--- config.mk ---
export PLATFORM = sky130hd
export DESIGN_NAME = effective_address_generator
export DESIGN_NICKNAME = d
export VERILOG_FILES = /design/src/common/eagen_pkg.sv /design/src/ea_select.sv /design/src/sector_form.sv /design/src/effective_address_generator.sv
export SDC_FILE = /design/constraint.sdc
export NUM_CORES = 1
export LEC_CHECK = 0
export BUFFER_PORTS_ARGS = -buffer_cell sky130_fd_sc_hd__buf_2
export CAP_MARGIN = 20
export CORE_MARGIN = 5
export CORE_UTILIZATION = 40
export CTS_CLUSTER_SIZE = 24
export DETAILED_ROUTE_END_ITERATION = 8
export PLACE_DENSITY = 0.66
export RECOVER_POWER = 25
export SETUP_SLACK_MARGIN = 0.1
export SYNTH_ARGS = -nofsm -noshare
export SYNTH_HDL_FRONTEND = slang
export SYNTH_HIERARCHICAL = 1
export SYNTH_SLANG_ARGS = --single-unit
--- constraint.sdc ---
create_clock -name clk_sys_i -period 10 [get_ports clk_sys_i]
set_input_delay 0 -clock clk_sys_i [delete_from_list [all_inputs] [get_ports clk_sys_i]]
set_output_delay 0 -clock clk_sys_i [all_outputs]
set_load 0.05 [all_outputs]
--- src/common/eagen_pkg.sv ---
// Functional notes
// - Two-word form: bits 15-16 pick procedure, stack, link or auxiliary base.
// - Second word is a 16-bit displacement added to the chosen base.
// - I, X, Y and base select give 32 distinct address computations.
// - Two-word indirect pointers are always fetched as two words, 32-bit or 48-bit format alike.
// - Two-word final address is always memory, never a register.
// - I, X, Y all zero: base plus displacement, no index, no indirection.
// - Only Y set adds Y index; only X set adds X index.
// - I clear, X and Y set: pointer at base plus displacement, unindexed.
// - I set, Y clear: index added before reading the pointer.
// - I set, Y set: pointer read first, then index added.
// - Load and store index instructions allow only direct or indirect forms.
// - 16K mode: 14-bit addresses; indirect word has I, X and 14-bit address.
// - 16K mode: repeated indexing, index applied before each indirection.
// - Sectored modes use program counter of the instruction itself.
// - Sector bit clear: sector bits forced to zero, displacement in sector zero.
// - Sector bit set: program counter sector bits joined with displacement.
// - Sector bit clear, I and X clear, displacement 0 to 7: access goes to a register.
// - 32K mode: 15-bit addresses; indirect word has 15-bit address, no X.
// - 32K mode: multi-level indirection, one indexing after all indirection.
// - 32K, I and X set, S clear: D under 100 octal preindexed, else postindexed.
package eagen_pkg;
    // Modes
    localparam logic [1:0] MODE_S16K = 2'h0;
    localparam logic [1:0] MODE_S32K = 2'h1;
    localparam logic [1:0] MODE_V64K = 2'h2;
    // Base select codes
    localparam logic [1:0] BASE_PROC = 2'h0;
    localparam logic [1:0] BASE_STACK = 2'h1;
    localparam logic [1:0] BASE_LINK = 2'h2;
    localparam logic [1:0] BASE_AUX = 2'h3;
    // First-word field positions, LSB numbering (bit n = 16 - index)
    localparam int FW_IND = 15;
    localparam int FW_XB = 14;
    localparam int FW_YB = 4;
    localparam int FW_SECT = 9;
    localparam int FW_BR_HI = 1;
    // Field widths
    localparam int DISP9_W = 9;
    localparam int ADDR14_W = 14;
    localparam int ADDR15_W = 15;
    localparam int WORD_W = 16;
    localparam int ADDR_W = 32;
    // Register alias and preindex limits
    localparam logic [8:0] REG_ALIAS_MAX = 9'h007;
    localparam logic [8:0] PREIDX_MAX = 9'h03F;
endpackage

--- src/ea_select.sv ---
`timescale 1ns/1ps
`default_nettype none
module ea_select (
    // Select
    input wire logic [1:0] sel_i,
    // Bases
    input wire logic [31:0] procedure_base_i,
    input wire logic [31:0] stack_base_i,
    input wire logic [31:0] link_base_i,
    input wire logic [31:0] auxiliary_base_i,
    // Result
    output logic [31:0] base_o
);
    always_comb
    begin
        case (sel_i)
            eagen_pkg::BASE_PROC: base_o = procedure_base_i;
            eagen_pkg::BASE_STACK: base_o = stack_base_i;
            eagen_pkg::BASE_LINK: base_o = link_base_i;
            default: base_o = auxiliary_base_i;
        endcase
    end
endmodule
`default_nettype wire

--- src/sector_form.sv ---
`timescale 1ns/1ps
`default_nettype none
module sector_form (
    // Inputs
    input wire logic sect_i,
    input wire logic [8:0] disp_i,
    input wire logic [15:0] pc_i,
    // Result
    output logic [15:0] addr_o,
    output logic reg_alias_o
);
    always_comb
    begin
        if (sect_i)
        begin
            addr_o = {pc_i[15:9], disp_i};
        end
        else
        begin
            addr_o = {7'h00, disp_i};
        end
    end
    assign reg_alias_o = !sect_i && (disp_i <= eagen_pkg::REG_ALIAS_MAX);
endmodule
`default_nettype wire

--- src/effective_address_generator.sv ---
`timescale 1ns/1ps
`default_nettype none
module effective_address_generator (
    // Clock and reset
    input wire logic clk_sys_i,
    input wire logic sys_rst_i,
    // Request from decoder
    input wire logic start_i,
    input wire logic [1:0] mode_i,
    input wire logic [15:0] word1_i,
    input wire logic [15:0] word2_i,
    input wire logic index_instr_i,
    input wire logic long_ptr_i,
    input wire logic [15:0] pc_i,
    // Machine registers
    input wire logic [31:0] procedure_base_i,
    input wire logic [31:0] stack_base_i,
    input wire logic [31:0] link_base_i,
    input wire logic [31:0] auxiliary_base_i,
    input wire logic [15:0] x_index_i,
    input wire logic [15:0] y_index_i,
    // Memory read port
    output logic rd_req_o,
    output logic [31:0] rd_addr_o,
    input wire logic rd_ack_i,
    input wire logic [15:0] rd_data_i,
    // Result
    output logic busy_o,
    output logic done_o,
    output logic [31:0] ea_o,
    output logic ea_is_reg_o,
    output logic illegal_o
);
    typedef enum logic [3:0] {
        ST_IDLE = 4'h1,
        ST_READ = 4'h2,
        ST_READ2 = 4'h4,
        ST_DONE = 4'h8
    } state_t;

    state_t state_q;
    logic [1:0] mode_q;
    logic post_x_q;
    logic post_y_q;
    logic second_q;
    logic long_q;
    logic [15:0] hi_q;
    logic [15:0] x_q;
    logic [15:0] y_q;
    logic [31:0] addr_q;
    logic [31:0] base_sel;
    logic [15:0] sect_addr;
    logic sect_reg;
    logic ind;
    logic xb;
    logic yb;
    logic sect;
    logic [8:0] disp;

    function automatic logic [31:0] add16(input logic [31:0] a, input logic [15:0] b);
        add16 = a + {16'h0000, b};
    endfunction

    assign ind = word1_i[eagen_pkg::FW_IND];
    assign xb = word1_i[eagen_pkg::FW_XB];
    assign yb = word1_i[eagen_pkg::FW_YB];
    assign sect = word1_i[eagen_pkg::FW_SECT];
    assign disp = word1_i[eagen_pkg::DISP9_W-1:0];

    ea_select u_sel (
        .sel_i(word1_i[eagen_pkg::FW_BR_HI:0]),
        .procedure_base_i(procedure_base_i),
        .stack_base_i(stack_base_i),
        .link_base_i(link_base_i),
        .auxiliary_base_i(auxiliary_base_i),
        .base_o(base_sel)
    );

    sector_form u_sect (
        .sect_i(sect),
        .disp_i(disp),
        .pc_i(pc_i),
        .addr_o(sect_addr),
        .reg_alias_o(sect_reg)
    );

    ////////////////////////////////////////////////////////////////////////
    // Start decode
    logic [31:0] st_addr;
    logic st_ind;
    logic st_px;
    logic st_py;
    logic st_reg;
    logic st_ill;
    logic [31:0] bd;
    always_comb
    begin
        bd = add16(base_sel, word2_i);
        st_addr = bd;
        st_ind = 1'b0;
        st_px = 1'b0;
        st_py = 1'b0;
        st_reg = 1'b0;
        st_ill = 1'b0;
        case (mode_i)
            eagen_pkg::MODE_V64K:
            begin
                // 32 combinations of I, X, Y and base select
                case ({ind, xb, yb})
                    3'h0: st_addr = bd;
                    3'h1: st_addr = add16(bd, y_index_i);
                    3'h2: st_addr = add16(bd, x_index_i);
                    3'h3: st_ind = 1'b1;
                    3'h4:
                    begin
                        st_addr = add16(bd, y_index_i);
                        st_ind = 1'b1;
                    end
                    3'h5:
                    begin
                        st_ind = 1'b1;
                        st_py = 1'b1;
                    end
                    3'h6:
                    begin
                        st_addr = add16(bd, x_index_i);
                        st_ind = 1'b1;
                    end
                    default:
                    begin
                        st_ind = 1'b1;
                        st_px = 1'b1;
                    end
                endcase
                st_ill = index_instr_i && !({ind, xb, yb} == 3'h0 || {ind, xb, yb} == 3'h3);
            end
            eagen_pkg::MODE_S16K:
            begin
                st_addr = {18'h00000, (xb ? sect_addr[13:0] + x_index_i[13:0]
                                          : sect_addr[13:0])};
                st_ind = ind;
                st_reg = sect_reg && !xb && !ind;
            end
            default:
            begin
                st_ind = ind;
                st_reg = sect_reg && !xb && !ind;
                if (xb && ind && (sect || disp > eagen_pkg::PREIDX_MAX))
                begin
                    st_addr = {17'h00000, sect_addr[14:0]};
                    st_px = 1'b1;
                end
                else
                begin
                    st_addr = {17'h00000, (xb ? sect_addr[14:0] + x_index_i[14:0]
                                              : sect_addr[14:0])};
                end
            end
        endcase
    end

    ////////////////////////////////////////////////////////////////////////
    // Sequencer
    always_ff @(posedge clk_sys_i)
    begin
        if (sys_rst_i)
        begin
            state_q <= ST_IDLE;
        end
        else
        begin
            case (state_q)
                ST_IDLE:
                    if (start_i)
                    begin
                        state_q <= (st_ind && !st_ill) ? ST_READ : ST_DONE;
                    end
                ST_READ:
                    if (rd_ack_i)
                    begin
                        if (mode_q == eagen_pkg::MODE_V64K)
                        begin
                            state_q <= ST_READ2;
                        end
                        else if (!rd_data_i[eagen_pkg::FW_IND])
                        begin
                            state_q <= ST_DONE;
                        end
                    end
                ST_READ2:
                    if (rd_ack_i && !long_q)
                    begin
                        state_q <= ST_DONE;
                    end
                    else if (rd_ack_i)
                    begin
                        state_q <= ST_DONE;
                    end
                default: state_q <= ST_IDLE;
            endcase
        end
    end

    ////////////////////////////////////////////////////////////////////////
    // Address datapath
    always_ff @(posedge clk_sys_i)
    begin
        if (sys_rst_i)
        begin
            addr_q <= 32'h00000000;
            mode_q <= 2'h0;
            post_x_q <= 1'b0;
            post_y_q <= 1'b0;
            long_q <= 1'b0;
            hi_q <= 16'h0000;
            x_q <= 16'h0000;
            y_q <= 16'h0000;
            ea_is_reg_o <= 1'b0;
            illegal_o <= 1'b0;
        end
        else if (state_q == ST_IDLE && start_i)
        begin
            addr_q <= st_addr;
            mode_q <= mode_i;
            post_x_q <= st_px;
            post_y_q <= st_py;
            long_q <= long_ptr_i;
            x_q <= x_index_i;
            y_q <= y_index_i;
            ea_is_reg_o <= st_reg;
            illegal_o <= st_ill;
        end
        else if (state_q == ST_READ && rd_ack_i)
        begin
            if (mode_q == eagen_pkg::MODE_V64K)
            begin
                hi_q <= rd_data_i;
                addr_q <= add16(addr_q, 16'h0001);
            end
            else if (mode_q == eagen_pkg::MODE_S16K)
            begin
                addr_q <= {18'h00000, (rd_data_i[eagen_pkg::FW_XB]
                    ? rd_data_i[13:0] + x_q[13:0] : rd_data_i[13:0])};
            end
            else if (!rd_data_i[eagen_pkg::FW_IND] && post_x_q)
            begin
                addr_q <= {17'h00000, rd_data_i[14:0] + x_q[14:0]};
            end
            else
            begin
                addr_q <= {17'h00000, rd_data_i[14:0]};
            end
        end
        else if (state_q == ST_READ2 && rd_ack_i)
        begin
            // 32-bit and 48-bit forms alike: offset from second word read; segment from first word
            addr_q <= post_x_q ? add16({hi_q, rd_data_i}, x_q)
                    : post_y_q ? add16({hi_q, rd_data_i}, y_q)
                    : {hi_q, rd_data_i};
        end
    end

    assign rd_req_o = (state_q == ST_READ) || (state_q == ST_READ2);
    assign rd_addr_o = addr_q;
    assign busy_o = state_q != ST_IDLE;
    assign done_o = state_q == ST_DONE;
    assign ea_o = addr_q;
endmodule
`default_nettype wire

==> flow_summary.ini <==
[sta]
fin_crit_sh = 0.489
whs_ns = 0.0253
worstMarginPinSlew_ns = 1.02
maxSlewViolCount = 0
rsz0062_at_grt = no
setup_violations = 0
period_needed_ns = 4.89
hold_viol = 0
fin_tns_setup_ns = 0
relSlewSlack = 0.319
fin_skew_ns = 0.00858
fmax_ghz = 0.205

[global_route]
overflow = 0
track_usage = 0.252
grt_pass1_vias = 12300
grt_pass1_wl_um = 66200
grt_max_degree = 72
antenna_found_initial = 1

[worst_setup_path]
crit_arrival_ns = 5.10
critPathKind = input port to flop
reg2reg_slack_ns = 6.45
cp.depth = 19
r2r_cells = 11
critPathSlowestCell = mux4_2
required_ns = 10.21
critPathBufInv = 2
startpoint = word1_i[0]
worstSetupStartpointType = input port
cp_cell_sequence = buf_2, buf_4, mux4_2, ha_1, a211o_1, a211oi_2, a21oi_1, nor3_1, nor2_1, ha_1, or4_1, a21boi_1, a41oi_1, o21ai_1, a41oi_1, nor2_1, xor2_1, a221oi_1, nor3_1
endpoint = ea_o[18]
cp-end-kind = flop
r2r_start = y_q[4]
crit_family = compound AO/OA/AOI/OAI gates
timing.rr.end = ea_o[25]
cp_slowest_stage_delay_ns = 0.60
crit_fanout = 34

[finish]
area_delta_synth_final_pct = 18.2
nets = 2082
drive_gt1_frac = 0.197

[synth]
synth.net_count = 1836
avgSynthCellArea_sq_um = 7.58
netlist_area_sq_um = 11500
yosys_warnings = 6
synth_cells = 1517

[min_path]
hold_start = rd_ack_i
hold_path.class = input port to flop

[clocking]
clk_pin_slew_ns = 0.07
cts.sinks = 90
cts_tree = done
clk_latency_ns = 0.36
cts_setup_buffers = 0
numCtsBuffers = 9
clk_path_buf_depth = 2
cts_hold_buf = 50
cts_resized = 0
clockRootBuffer = clkbuf_16
htree_levels = 3

[status]
status = complete, no violations

[die]
die_area_sq_um = 32200
initial_core_util = 0.403
core_area_sq_um = 28500
die_w_um = 180
num_rows = 62
pin_count = 301
dieHeight_um = 180

[pwr]
power.leakage_nw = 5.61
ir_drop_mv = 0.0686
power_mw = 1.67
p_per_area_nw_per_um2 = 123

[detailed_routing]
wl_per_cell_um = 20.0
ant_nets = 0
postRouteWirelength_um = 43000
vias = 12600
firstDrtPassIters = 5
first_iter_violations = 1113
drc = 0
via_per_inst = 5.86

[flow_run]
maxCapViolations = 0

[placed_design]
dpl.hpwl_um = 34000
gp_congestion = 0.930
io_buffers = 285
==> registers in the layout, indices dropped and copies added (netlist names) <==
name / flops
state_q: 4
y_q: 16
ea_o: 32
mode_q: 2
post_y_q: 1
x_q: 16
ea_is_reg_o: 1
post_x_q: 1
illegal_o: 1
hi_q: 16
==> worst min path at each step <==
stage,to,cells past startpoint,slack [ns]
5_1_grt,ea_is_reg_o,4,0.05
3_5_place_dp,y_q[14],3,0.29
4_1_cts,state_q[2],4,0.005
2_1_floorplan,x_q[0],2,0.14
6_report,state_q[2],4,0.03
3_3_place_gp,y_q[14],3,0.27
==> layout by cell type, fill, tap and decap left out, types with 14 or more instances in the layout <==
| cell type | n |
|---|---|
| nand4_1 | 16 |
| buf_2 | 246 |
| o211ai_1 | 26 |
| xnor2_1 | 71 |
| xor2_1 | 56 |
| nor2_1 | 98 |
| nor2b_1 | 17 |
| mux4_2 | 30 |
| a221oi_1 | 14 |
| nand3_1 | 38 |
| dlygate4sd3_1 | 50 |
| a21oi_1 | 145 |
| mux2i_1 | 17 |
| ha_1 | 82 |
| clkbuf_1 | 42 |
| a21o_1 | 34 |
| nor3_1 | 25 |
| o21a_1 | 18 |
| nand2_1 | 225 |
| dfxtp_1 | 90 |
| a31oi_1 | 20 |
| and2_1 | 21 |
| nand2b_1 | 15 |
| inv_1 | 36 |
| a211oi_1 | 21 |
| mux2_2 | 20 |
| o21ai_0 | 72 |
| o22ai_1 | 15 |
==> final cells by class <==
cell class | instances | area, sq um
fill | 2973 | 15000
multi-input combinational | 1278 | 8920
timing repair buffer | 348 | 1980
sequential | 90 | 1800
tap | 384 | 480
clock buffer | 13 | 250
inverter | 36 | 135
clock inverter | 3 | 25.0
antenna | 1 | 2.50
==> tightest hold or removal path, stage by stage <==
cell and delay (ns):
buf_2 0.13, nor2_1 0.08, nand2_1 0.06, a21oi_1 0.06
==> routing by layer <==
layer / vias to the layer above / routed length [um] / global-route usage
li1: 6053 / - / -
met1: 5885 / 18000 / 0.319
met2: 569 / 19400 / 0.409
met3: 112 / 3300 / 0.0501
met4: 2 / 2240 / 0.126
met5: - / 13 / 0
==> per-stage QoR <==
stage | std cells | setup slack [ns] | area (sq um) | utilization
after floorplan | 1517 | 5.69 | 11500 | -
after global placement | 2086 | 4.80 | 12900 | 0.451
after detailed placement | 2086 | 4.71 | 12900 | 0.451
after CTS | 2152 | 5.08 | 13600 | 0.478
after global routing | 2152 | 4.61 | 13600 | 0.476
final | 2153 | 5.11 | 13600 | 0.476
==> report_power, final <==
part | total, mW | switching [mW] | internal, mW
sequential | 0.427 | 0.0427 | 0.385
combinational | 0.910 | 0.565 | 0.345
clock | 0.332 | 0.155 | 0.177
Note: power is estimated with default switching activity, not from simulation.
